`config.mk`:
```
export PLATFORM = sky130hd
export DESIGN_NAME = pps_setpoint
export DESIGN_NICKNAME = d
export VERILOG_FILES = /design/src/hw/pps_pkg.sv /design/src/hw/pps_edge_det.sv /design/src/hw/pps_setpoint.sv
export VERILOG_INCLUDE_DIRS = /design/src /design/src/hw
export SDC_FILE = /design/constraint.sdc
export NUM_CORES = 1
export LEC_CHECK = 0
export BUFFER_PORTS_ARGS = -buffer_cell sky130_fd_sc_hd__buf_2
export CAP_MARGIN = 10
export CORE_MARGIN = 2
export CORE_UTILIZATION = 55
export CTS_BUF_LIST = sky130_fd_sc_hd__clkbuf_16
export DETAILED_ROUTE_END_ITERATION = 8
export GPL_TIMING_DRIVEN = 0
export MAX_ROUTING_LAYER = met4
export PLACE_DENSITY = 0.86
export REMOVE_ABC_BUFFERS = 1
export SETUP_SLACK_MARGIN = 0.2
export SLEW_MARGIN = 20
export SYNTH_ARGS = -nofsm -noshare
export SYNTH_HDL_FRONTEND = slang
export SYNTH_HIERARCHICAL = 1
export SYNTH_SLANG_ARGS = --single-unit
```
`constraint.sdc`:
```
create_clock -name i_core_clk -period 4.9 [get_ports i_core_clk]
set_input_delay 0.735 -clock i_core_clk [delete_from_list [all_inputs] [get_ports i_core_clk]]
set_output_delay 0.735 -clock i_core_clk [all_outputs]
set_load 0.005 [all_outputs]
```
`src/hw/pps_defs.svh`:
```
// Purpose: named constants of the point-to-point set-point handshake
// Assumes: object indices are 16 bits, object data up to 32 bits
// Notes: profile type codes are local encodings of this block
`ifndef PPS_DEFS_SVH
`define PPS_DEFS_SVH

// object dictionary indices
`define PPS_IDX_CMD 16'h6040
`define PPS_IDX_STAT 16'h6041
`define PPS_IDX_TARGET 16'h607a
`define PPS_IDX_VEL 16'h6081
`define PPS_IDX_ACC 16'h6083
`define PPS_IDX_DEC 16'h6084
`define PPS_IDX_PROF 16'h6086

// command word bit positions
`define PPS_CW_NEW_SP 4
`define PPS_CW_CHG_IMM 5
`define PPS_CW_REL 6
`define PPS_CW_HALT 8

// status word bit positions
`define PPS_SW_REACHED 10
`define PPS_SW_ACK 12

// reset values
`define PPS_WORD_RST 16'h0000
`define PPS_POS_RST 32'h0000_0000

// profile type codes
`define PPS_PROF_TRAP 16'h0000
`define PPS_PROF_VEL 16'h0002
`define PPS_PROF_SCURVE 16'h0003

// quick-stop option range that reports target reached
`define PPS_QS_LO 16'h0005
`define PPS_QS_HI 16'h0008

`endif

```
`src/hw/pps_pkg.sv`:
```
// Purpose: shared types of the set-point handshake
// Assumes: nothing beyond pps_defs.svh
// Notes: state codes written out in binary
package pps_pkg;
    // one object dictionary word
    typedef logic [15:0] pps_word_t;
    // position, velocity and rate values
    typedef logic [31:0] pps_pos_t;
    // motion state of the handshake
    typedef enum logic [1:0] {
        PPS_ST_IDLE = 2'b00,
        PPS_ST_MOVING = 2'b01,
        PPS_ST_HALTED = 2'b10
    } pps_state_e;
endpackage

```
`src/hw/pps_edge_det.sv`:
```
// Purpose: edge finder on one bit of a written word
// Assumes: i_load marks a write of the word holding the bit
// Notes: edges are seen only on writes, never between them
`timescale 1ns/10ps
`default_nettype none
module pps_edge_det (
    input wire logic i_core_clk,
    input wire logic i_resetn,
    input wire logic i_load,
    input wire logic i_bit,
    output logic o_rise,
    output logic o_fall
);
    // last written value of the bit
    logic bit_ff;

    // hold the bit across writes
    always_ff @(posedge i_core_clk) begin
        if (!i_resetn) begin
            bit_ff <= 1'b0;
        end else if (i_load) begin
            bit_ff <= i_bit;
        end
    end

    // compare the new value against the stored one
    always_comb begin
        o_rise = i_load & i_bit & ~bit_ff;
        o_fall = i_load & ~i_bit & bit_ff;
    end
endmodule
`default_nettype wire

```
`src/hw/pps_setpoint.sv`:
```
// Purpose: set-point handshake of profile position mode
// Assumes: object writes and reads arrive as one-cycle strobes
// Notes: trajectory maths lives outside; this block hands it moves
// How it works
// - trigger rise copies buffer into active move
// - trigger ignored while moving, no immediate-change
// - immediate-change replaces move for trapezoid, velocity
// - S-curve discards updates made during motion
// - relative bit adds target to commanded position
// - halt bit stops motion until released
// - reached set at target, cleared on acceptance
// - quick-stop codes five to eight set reached
// - halt coming to rest sets reached
// - acknowledge set on accept, cleared on release
// - rejected triggers leave acknowledge clear
// - master releases trigger; falling edge clears acknowledge
`timescale 1ns/10ps
`default_nettype none
`include "pps_defs.svh"
module pps_setpoint (
    input wire logic i_core_clk,
    input wire logic i_resetn,
    input wire logic i_od_wr_en,
    input wire logic i_od_rd_en,
    input wire pps_pkg::pps_word_t i_od_index,
    input wire pps_pkg::pps_pos_t i_od_wdata,
    input wire pps_pkg::pps_pos_t i_cmd_pos,
    input wire logic i_traj_at_target,
    input wire logic i_qs_done,
    input wire pps_pkg::pps_word_t i_qs_option,
    input wire logic i_drive_at_rest,
    output pps_pkg::pps_pos_t o_od_rdata,
    output logic o_od_rvalid,
    output pps_pkg::pps_word_t o_status_word,
    output pps_pkg::pps_pos_t o_act_target,
    output pps_pkg::pps_pos_t o_act_vel,
    output pps_pkg::pps_pos_t o_act_acc,
    output pps_pkg::pps_pos_t o_act_dec,
    output pps_pkg::pps_word_t o_act_profile,
    output logic o_move_start,
    output logic o_halt_req
);
    import pps_pkg::*;

    pps_word_t cmd_ff; // stored command word
    pps_word_t status_ff; // status word bits
    pps_pos_t buf_target_ff; // next-move target
    pps_pos_t buf_vel_ff; // next-move velocity
    pps_pos_t buf_acc_ff; // next-move acceleration
    pps_pos_t buf_dec_ff; // next-move deceleration
    pps_word_t buf_prof_ff; // next-move profile type
    pps_pos_t act_target_ff; // active destination
    pps_pos_t act_vel_ff; // active velocity
    pps_pos_t act_acc_ff; // active acceleration
    pps_pos_t act_dec_ff; // active deceleration
    pps_word_t act_prof_ff; // active profile type
    logic start_ff; // one-cycle move start
    logic halt_ff; // halt request level
    pps_pos_t rdata_ff; // read answer
    logic rvalid_ff; // read answer strobe
    pps_state_e state_ff; // motion state
    pps_state_e nxt_state; // next motion state
    logic cmd_wr; // command word written
    logic trig_rise; // trigger bit rose
    logic trig_fall; // trigger bit fell
    logic halt_fall; // halt bit released
    logic busy; // a move in progress
    logic scurve; // buffered profile is S-curve
    logic accept; // trigger taken
    logic qs_hit; // quick stop ends with reached
    logic rest_hit; // halt reached standstill
    logic reach_set; // any reached event
    pps_pos_t rel_sum; // relative destination
    pps_pos_t nxt_target; // destination chosen at accept

    assign o_status_word = status_ff;
    assign o_act_target = act_target_ff;
    assign o_act_vel = act_vel_ff;
    assign o_act_acc = act_acc_ff;
    assign o_act_dec = act_dec_ff;
    assign o_act_profile = act_prof_ff;
    assign o_move_start = start_ff;
    assign o_halt_req = halt_ff;
    assign o_od_rdata = rdata_ff;
    assign o_od_rvalid = rvalid_ff;

    // write decode of the command word
    assign cmd_wr = i_od_wr_en && (i_od_index == `PPS_IDX_CMD);

    pps_edge_det u_trig_edge (
        .i_core_clk(i_core_clk),
        .i_resetn(i_resetn),
        .i_load(cmd_wr),
        .i_bit(i_od_wdata[`PPS_CW_NEW_SP]),
        .o_rise(trig_rise),
        .o_fall(trig_fall)
    );

    pps_edge_det u_halt_edge (
        .i_core_clk(i_core_clk),
        .i_resetn(i_resetn),
        .i_load(cmd_wr),
        .i_bit(i_od_wdata[`PPS_CW_HALT]),
        .o_rise(),
        .o_fall(halt_fall)
    );

    // trigger qualification and destination choice
    always_comb begin
        busy = (state_ff != PPS_ST_IDLE);
        scurve = (buf_prof_ff == `PPS_PROF_SCURVE);
        accept = trig_rise && (!busy || (i_od_wdata[`PPS_CW_CHG_IMM] && !scurve));
        rel_sum = i_cmd_pos + buf_target_ff;
        nxt_target = i_od_wdata[`PPS_CW_REL] ? rel_sum : buf_target_ff;
        qs_hit = i_qs_done && (i_qs_option >= `PPS_QS_LO) && (i_qs_option <= `PPS_QS_HI);
        rest_hit = (state_ff == PPS_ST_HALTED) && i_drive_at_rest;
        reach_set = i_traj_at_target || qs_hit || rest_hit;
    end

    // command word store
    always_ff @(posedge i_core_clk) begin
        if (!i_resetn) begin
            cmd_ff <= `PPS_WORD_RST;
        end else if (cmd_wr) begin
            cmd_ff <= i_od_wdata[15:0];
        end
    end

    always_ff @(posedge i_core_clk) begin
        if (!i_resetn) begin
            buf_target_ff <= `PPS_POS_RST;
            buf_vel_ff <= `PPS_POS_RST;
            buf_acc_ff <= `PPS_POS_RST;
            buf_dec_ff <= `PPS_POS_RST;
            buf_prof_ff <= `PPS_PROF_TRAP;
        end else if (i_od_wr_en) begin
            case (i_od_index)
                `PPS_IDX_TARGET: begin
                    buf_target_ff <= i_od_wdata;
                end
                `PPS_IDX_VEL: begin
                    buf_vel_ff <= i_od_wdata;
                end
                `PPS_IDX_ACC: begin
                    buf_acc_ff <= i_od_wdata;
                end
                `PPS_IDX_DEC: begin
                    buf_dec_ff <= i_od_wdata;
                end
                `PPS_IDX_PROF: begin
                    buf_prof_ff <= i_od_wdata[15:0];
                end
                default: begin
                    // other indices leave the buffer alone
                end
            endcase
        end
    end

    always_ff @(posedge i_core_clk) begin
        if (!i_resetn) begin
            act_target_ff <= `PPS_POS_RST;
            act_vel_ff <= `PPS_POS_RST;
            act_acc_ff <= `PPS_POS_RST;
            act_dec_ff <= `PPS_POS_RST;
            act_prof_ff <= `PPS_PROF_TRAP;
            start_ff <= 1'b0;
        end else begin
            start_ff <= accept;
            if (accept) begin
                act_target_ff <= nxt_target;
                act_vel_ff <= buf_vel_ff;
                act_acc_ff <= buf_acc_ff;
                act_dec_ff <= buf_dec_ff;
                act_prof_ff <= buf_prof_ff;
            end
        end
    end

    // halt request follows the halt bit
    always_ff @(posedge i_core_clk) begin
        if (!i_resetn) begin
            halt_ff <= 1'b0;
        end else if (cmd_wr) begin
            halt_ff <= i_od_wdata[`PPS_CW_HALT];
        end
    end

    // motion state: idle, moving, halted
    always_comb begin
        nxt_state = state_ff;
        case (state_ff)
            PPS_ST_IDLE: begin
                if (accept) begin
                    nxt_state = PPS_ST_MOVING;
                end
            end
            PPS_ST_MOVING: begin
                if (qs_hit) begin
                    nxt_state = PPS_ST_IDLE;
                end else if (halt_ff) begin
                    nxt_state = PPS_ST_HALTED;
                end else if (i_traj_at_target && !accept) begin
                    nxt_state = PPS_ST_IDLE;
                end
            end
            PPS_ST_HALTED: begin
                if (qs_hit) begin
                    nxt_state = PPS_ST_IDLE;
                end else if (halt_fall) begin
                    nxt_state = PPS_ST_MOVING;
                end
            end
            default: begin
                nxt_state = PPS_ST_IDLE;
            end
        endcase
    end

    // state register
    always_ff @(posedge i_core_clk) begin
        if (!i_resetn) begin
            state_ff <= PPS_ST_IDLE;
        end else begin
            state_ff <= nxt_state;
        end
    end

    // status word: reached and acknowledge
    always_ff @(posedge i_core_clk) begin
        if (!i_resetn) begin
            status_ff <= `PPS_WORD_RST;
        end else begin
            if (reach_set) begin
                status_ff[`PPS_SW_REACHED] <= 1'b1;
            end else if (accept) begin
                status_ff[`PPS_SW_REACHED] <= 1'b0;
            end
            if (accept) begin
                status_ff[`PPS_SW_ACK] <= 1'b1;
            end else if (trig_fall) begin
                status_ff[`PPS_SW_ACK] <= 1'b0;
            end
        end
    end

    // object reads answer one cycle later
    always_ff @(posedge i_core_clk) begin
        if (!i_resetn) begin
            rdata_ff <= `PPS_POS_RST;
            rvalid_ff <= 1'b0;
        end else begin
            rvalid_ff <= i_od_rd_en;
            case (i_od_index)
                `PPS_IDX_CMD: rdata_ff <= {16'h0000, cmd_ff};
                `PPS_IDX_STAT: rdata_ff <= {16'h0000, status_ff};
                `PPS_IDX_TARGET: rdata_ff <= buf_target_ff;
                `PPS_IDX_VEL: rdata_ff <= buf_vel_ff;
                `PPS_IDX_ACC: rdata_ff <= buf_acc_ff;
                `PPS_IDX_DEC: rdata_ff <= buf_dec_ff;
                `PPS_IDX_PROF: rdata_ff <= {16'h0000, buf_prof_ff};
                default: rdata_ff <= `PPS_POS_RST;
            endcase
        end
    end

    property p_copy;
        @(posedge i_core_clk) disable iff (!i_resetn)
        accept |=> (o_act_vel == $past(buf_vel_ff)) && o_move_start;
    endproperty
    a_copy: assert property (p_copy) else $error("buffer not copied");

    property p_ignore;
        @(posedge i_core_clk) disable iff (!i_resetn)
        (trig_rise && busy && !i_od_wdata[`PPS_CW_CHG_IMM]) |=> !o_move_start;
    endproperty
    a_ignore: assert property (p_ignore) else $error("trigger not ignored");

    property p_replace;
        @(posedge i_core_clk) disable iff (!i_resetn)
        (trig_rise && busy && i_od_wdata[`PPS_CW_CHG_IMM] && !scurve) |=> o_move_start;
    endproperty
    a_replace: assert property (p_replace) else $error("no immediate update");

    property p_scurve;
        @(posedge i_core_clk) disable iff (!i_resetn)
        (trig_rise && busy && scurve) |=> $stable(o_act_target) && !o_move_start;
    endproperty
    a_scurve: assert property (p_scurve) else $error("s-curve move changed");

    property p_rel;
        @(posedge i_core_clk) disable iff (!i_resetn)
        (accept && i_od_wdata[`PPS_CW_REL]) |=> (o_act_target == $past(rel_sum));
    endproperty
    a_rel: assert property (p_rel) else $error("relative target wrong");

    property p_halt;
        @(posedge i_core_clk) disable iff (!i_resetn)
        (o_halt_req && state_ff == PPS_ST_HALTED && !halt_fall && !qs_hit)
            |=> (state_ff == PPS_ST_HALTED);
    endproperty
    a_halt: assert property (p_halt) else $error("halt resumed early");

    property p_reach;
        @(posedge i_core_clk) disable iff (!i_resetn)
        (i_traj_at_target || qs_hit || rest_hit) |=> o_status_word[`PPS_SW_REACHED];
    endproperty
    a_reach: assert property (p_reach) else $error("reached not set");

    property p_reach_clr;
        @(posedge i_core_clk) disable iff (!i_resetn)
        (accept && !reach_set) |=> !o_status_word[`PPS_SW_REACHED];
    endproperty
    a_reach_clr: assert property (p_reach_clr) else $error("reached not cleared");

    property p_ack;
        @(posedge i_core_clk) disable iff (!i_resetn)
        accept |=> o_status_word[`PPS_SW_ACK];
    endproperty
    a_ack: assert property (p_ack) else $error("ack not set");

    property p_reject;
        @(posedge i_core_clk) disable iff (!i_resetn)
        (trig_rise && !accept && !o_status_word[`PPS_SW_ACK])
            |=> !o_status_word[`PPS_SW_ACK];
    endproperty
    a_reject: assert property (p_reject) else $error("ack on rejected edge");

    property p_ack_clr;
        @(posedge i_core_clk) disable iff (!i_resetn)
        trig_fall |=> !o_status_word[`PPS_SW_ACK];
    endproperty
    a_ack_clr: assert property (p_ack_clr) else $error("ack not cleared");
endmodule
`default_nettype wire

```
# Word-level counts from Yosys, hierarchy flattened
# Index checks and enable logic that the tools add are counted.
[word_totals] elab_cells=80 reg_bits=344
[classes] reduce_logical=23 magnitude_cmp=2 add_sub_neg=1 mux=13 eq_ne=13 bitwise=9
[ops] cell="one-hot mux 32 bit (7 select lines)" n=1
[ops] cell="== test 16 x 15 -> 1 bit, second input constant" n=7
[ops] cell="adder 32 bit" n=1
[ops] cell="2-to-1 mux 32 bit" n=1
[ops] cell="== test 16 x 2 -> 1 bit, second input constant" n=1
[ops] cell=">= comparator 16 x 3 -> 1 bit, second input constant" n=1
[ops] cell="less-or-equal comparator 16 x 4 -> 1 bit, second input constant" n=1
[ops] cell="2-to-1 mux 2 bit" n=6
[ops] cell="AND reduction 2 bit" n=5
[ops] cell="logical AND 1 bit" n=7
[ops] cell="AND 1 bit" n=6
[ops] cell="one-hot mux 2 bit (3 select lines)" n=1
[ops] cell="nonzero test 2 bit" n=3
[ops] cell="2-to-1 mux 1 bit" n=4
[ops] cell="inequality test 4 bit, second input constant" n=1
[ops] cell="logical NOT 1 bit" n=3
[ops] cell="logical OR 1 bit" n=3
[ops] cell="inequality test 3 bit, second input constant" n=1
[ops] cell="NOT 1 bit" n=3
[ops] cell="AND reduction 3 bit" n=1
[ops] cell="== test 2 x 1 -> 1 bit, second input constant" n=1
[ops] cell="== test 2 bit, second input constant" n=1
[ops] cell="logical NOT 2 bit" n=1
[ops] cell="inequality test 2 bit, second input constant" n=1

# Longest topological paths before layout
[depth] depth_word=11 ltp_mapped=15 ltp_nobuf=14

# Modules after synthesis
# Netlist, hierarchy kept.
[modules_own_cells] module="pps_setpoint" area_each_um2=14550.2 seq_area_each_um2=6846.6 cells_per_inst=1841 n_inst=1
[modules_own_cells] module="pps_edge_det" area_each_um2=51.3 seq_area_each_um2=20.0 cells_per_inst=6 n_inst=2

# Worst setup path before layout
# OpenSTA, ideal clock, no wires.
[synth_path] path_type="input port to flip-flop" startpoint="input port i_od_index[12]" endpoint="register act_target_ff[26], in the netlist o_act_target[26]" slack_ns=1.086 path_stages=15 path_buffers=3 t_required_ns=4.809 setup_time_ns=0.091 arrival_time_ns=3.723 cell_sequence="nor4bb_1 -> and2_1 -> nand3b_1 -> or4_4 -> nor4_4 -> nand2_2 -> inv_2 -> buf_4 -> nand2_1 -> nor2_1 -> o21a_1 -> clkbuf_1 -> clkbuf_1 -> o21ai_0 -> a311oi_1"
[synth_via] elab_chain_len=5
[synth_rtl] item="from (decl)" line="pps_setpoint.sv:25" source="input wire pps_pkg::pps_word_t i_od_index,"
[synth_rtl] item="== test 16 x 15 -> 1 bit"
[synth_rtl] item="logical AND 1 bit" line="pps_setpoint.sv:88" source="assign cmd_wr = i_od_wr_en && (i_od_index == `PPS_IDX_CMD);"
[synth_rtl] item="named net cmd_wr" line="pps_setpoint.sv:63" source="logic cmd_wr;"
[synth_rtl] item="AND 1 bit (2 in series)" line="pps_edge_det.sv:28" source="o_rise = i_load & i_bit & ~bit_ff;"
[synth_rtl] item="named net trig_rise" line="pps_setpoint.sv:64" source="logic trig_rise;"
[synth_rtl] item="logical AND 1 bit" line="pps_setpoint.sv:112" source="accept = trig_rise && (!busy || (i_od_wdata[`PPS_CW_CHG_IMM] && !scurve));"
[synth_rtl] item="to (signal assigned)" line="pps_setpoint.sv:162" source="act_target_ff <= `PPS_POS_RST;"
[synth_rtl] item="to (signal assigned)" line="pps_setpoint.sv:171" source="act_target_ff <= nxt_target;"
[synth_rtl] item="to (decl)" line="pps_setpoint.sv:52" source="pps_pos_t act_target_ff;"
# The timed path passes the listed nets, and every way through them passes these cells.
# A chain may end at the register's enable or synchronous reset.

# Worst setup path after layout
[layout_path] startpoint="input port i_od_index[12]" endpoint="register state_ff[0]"
[layout_via] elab_chain_len=9
[layout_rtl] item="== test 16 x 15 -> 1 bit (*)"
[layout_rtl] item="logical AND 1 bit (*)" line="pps_setpoint.sv:88"
[layout_rtl] item="AND 1 bit (*) (2 in series)" line="pps_edge_det.sv:28"
[layout_rtl] item="named net trig_rise" line="pps_setpoint.sv:64"
[layout_rtl] item="logical AND 1 bit (*)" line="pps_setpoint.sv:112"
[layout_rtl] item="logical NOT 1 bit" line="pps_setpoint.sv:203" source="end else if (i_traj_at_target && !accept) begin"
[layout_rtl] item="logical AND 1 bit" line="pps_setpoint.sv:203"
[layout_rtl] item="inequality test 4 bit (no source line)"
[layout_rtl] item="AND reduction 3 bit (no source line) (*)"
[layout_rtl] item="to (signal assigned)" line="pps_setpoint.sv:225" source="state_ff <= nxt_state;"
[layout_rtl] item="to (decl)" line="pps_setpoint.sv:61" source="pps_state_e state_ff;"
# The timed path passes the listed nets; every way through them passes the cells marked *.

==> reports/qor.csv <==
stage,metric,value,unit
status,outcome,"finished, violations left",
status,violations,design-rule violations,
die,core_area,26100,sq um
worst_hold_path,holdCritStartpoint,i_od_rd_en,
timing,fin_skew,0.0266,ns
job,maxCapViolCount,0,
critical_path,r2r_start,buf_target_ff[7]$_SDFFE_PN0P_,
critical_path,crit_path_max_fanout,24,
detailed_routing,first_pass_iters,9,
critical_path,critPathCaptureType,flop,
grt,antenna_found_initial,4,
layout,drive_gt1_share,20.2,%
critical_path,critPathKind,in2reg,
synth,synth.avg_cell_area,7.91,sq um
timing,final.setup.tns,0,ns
critical_path,rr_worst_depth,10,
timing,drv_slew,0,
power,ir_worst_vdd,0.255,mV
detailed_routing,viasPerCell,5.99,
power,p_int,0.00444,W
synth,netlist_area,14600,sq um
critical_path,startpoint_type,primary input,
grt,grt_pass1_wl,73.7,mm
cts,clockRootBuffer,clkbuf_16,
cts,clkSinkCount,344,
synth,synthCells,1852,
cts,ctsLongestPathBuffers,3,
layout,fin_util,68.1,%
placement,hpwlAfterDp,31.9,mm
power,p_seq_share,48.5,%
critical_path,crit_buf_inv,3,
power,p_clk_share,47.8,%
timing,fmax,224,MHz
timing,setup_viol,0,
power,p_total,0.00577,W
power,power_per_cell_area,324,nW/um^2
die,initial_core_util,56.1,%
placement,gp_congestion,0.869,
cts,h-tree-depth,2,
grt,overflow,0,
synth,synth_warnings,6,
grt,grt_max_degree,126,
layout,nNetsFinal,2206,
power,switching_share,23.0,%
critical_path,crit_chain,buf_2 > nor4bb_1 > and2_1 > nand3b_1 > or4_4 > nor4_4 > nand2_2 > clkinv_2 > nand2_1 > nor2_2 > o21ai_4 > buf_16 > a211o_1 > a21oi_1 > nor2_1 > a211oi_1,
timing,finalCriticalPeriod,4.46,ns
power,combPwrFrac,3.7,%
die,pin_count,298,
detailed_routing,drcViolationCount,23,
placement,io_buffers,283,
timing,tightestPinTransition,1.03,ns
layout,nFillCells,2063,
timing,hold_viol_final,0,
detailed_routing,wire_per_inst,19.9,um
die,dieArea,28000,sq um
cts,postCtsHoldBufs,0,
grt,grt.total_usage,33.7,%
cts,path_clk_slew,0.06,ns
layout,syn_to_final_growth,21.4,%
critical_path,slowest_stage,or4_4,
worst_hold_path,hold_depth,2,
cts,cts_tree,built,
die,rows,59,
detailed_routing,drt_wl_total,48.5,mm
grt,grt_pass1_vias,14056,
power,p_leak,6.99,nW
cts,numCtsBuffers,36,
critical_path,cp.depth,16,
placement,dpl-instance-area,16600,sq um
die,die-width,167,um
timing,rsz0062_at_grt,no,
cts,worstSkewPairLatency,0.54,ns
layout,final_area,17800,sq um
worst_hold_path,hp-class,in2reg,
timing,period_share,91.0,%
detailed_routing,vias,14609,
critical_path,crit_family,simple AND/OR/NAND/NOR gates,
die,die_h,167,um
detailed_routing,dr.first_iter.drc_count,1921,
timing,max_slew_margin,31.3,%
power,switchingPower,0.00133,W
detailed_routing,detail-route-antenna-nets,0,
critical_path,cp_data_required_time,5.34,ns
critical_path,crit_start,i_od_index[12],
critical_path,critical-path-max-stage-delay,0.48,ns
critical_path,arrival,4.90,ns
[worst paths after layout]
kind,to,slack [ns]
hold reg to reg,o_act_target[1]$_SDFFE_PN0P_,0.45
setup / recovery,state_ff[0]$_SDFFE_PN0P_,0.44
setup reg to reg,o_act_target[26]$_SDFFE_PN0P_,1.51
hold / removal,o_od_rvalid$_SDFF_PN0_,0.42
[area by class of cell]
class | instances | area, sq um | share of cell area, %
inverter | 16 | 68.8 | 0.387
clock buffer | 36 | 901 | 5.06
multi-input combinational | 1361 | 7230 | 40.6
tap | 335 | 419 | 2.36
sequential | 344 | 6890 | 38.7
timing repair buffer | 312 | 1990 | 11.2
antenna | 4 | 10.0 | 0.0563
clock inverter | 30 | 289 | 1.62
[through the flow]
stage          instances  worst slack (ns)  hold WS, ns
3_5_place_dp        2366            -0.788        0.442
2_1_floorplan       1720             -1.71        0.436
6_report            2438             0.440        0.422
3_3_place_gp        2338             -4.99        0.441
5_1_grt             2438             0.290        0.438
4_1_cts             2433             0.224        0.415
[registers in the layout, summed over array words and instances, names as in the netlist, 2 cells and up]
register,cells
buf_acc_ff,32
buf_dec_ff,32
buf_target_ff,32
buf_vel_ff,32
o_act_acc,32
o_act_dec,32
o_act_target,32
o_act_vel,32
o_od_rdata,32
buf_prof_ff,16
cmd_ff,16
o_act_profile,16
o_status_word,2
state_ff,2
[metal layers]
metal  GRT usage [%]  wire, um  up-vias
met3            4.87      4870      187
met5               -         0        -
met2            52.1     22200      836
li1                -         -     6780
met1            43.5     19400     6806
met4            16.7      2020        0
[power groups by stage]
stage / sequential, W / clock, W / combinational [W]
2_1_floorplan: 0.00286 / 0 / 0.0000940
3_3_place_gp: 0.00286 / 0 / 0.000194
3_5_place_dp: 0.00286 / 0 / 0.000204
4_1_cts: 0.00280 / 0.00276 / 0.000206
5_1_grt: 0.00280 / 0.00287 / 0.000228
6_report: 0.00280 / 0.00276 / 0.000211
[what timing repair did]
action                                  4_1_cts  5_1_grt
buffers inserted                              1        0
endpoints found under the setup margin      105       36
endpoints found under the hold margin         0        0
resized for setup                             0        2
gates cloned                                  0        1
pin swaps                                     1        0
[cell usage in the layout (no fill, tap or decap), drive strengths merged, types with 10 or more instances in the layout]
master and instances:
buf 312, ha 31, nor3 14, a211oi 14, conb 14, nand3 10
a21oi 327, a21o 14, a222oi 17, o21ai 38, inv 20, clkbuf 36
nand2 586, dfxtp 344, xor2 14, clkinv 19, mux2 17, a31oi 20
nor2 58, mux2i 13, a22oi 47, and2 15
(Power assumes the default switching activity.)
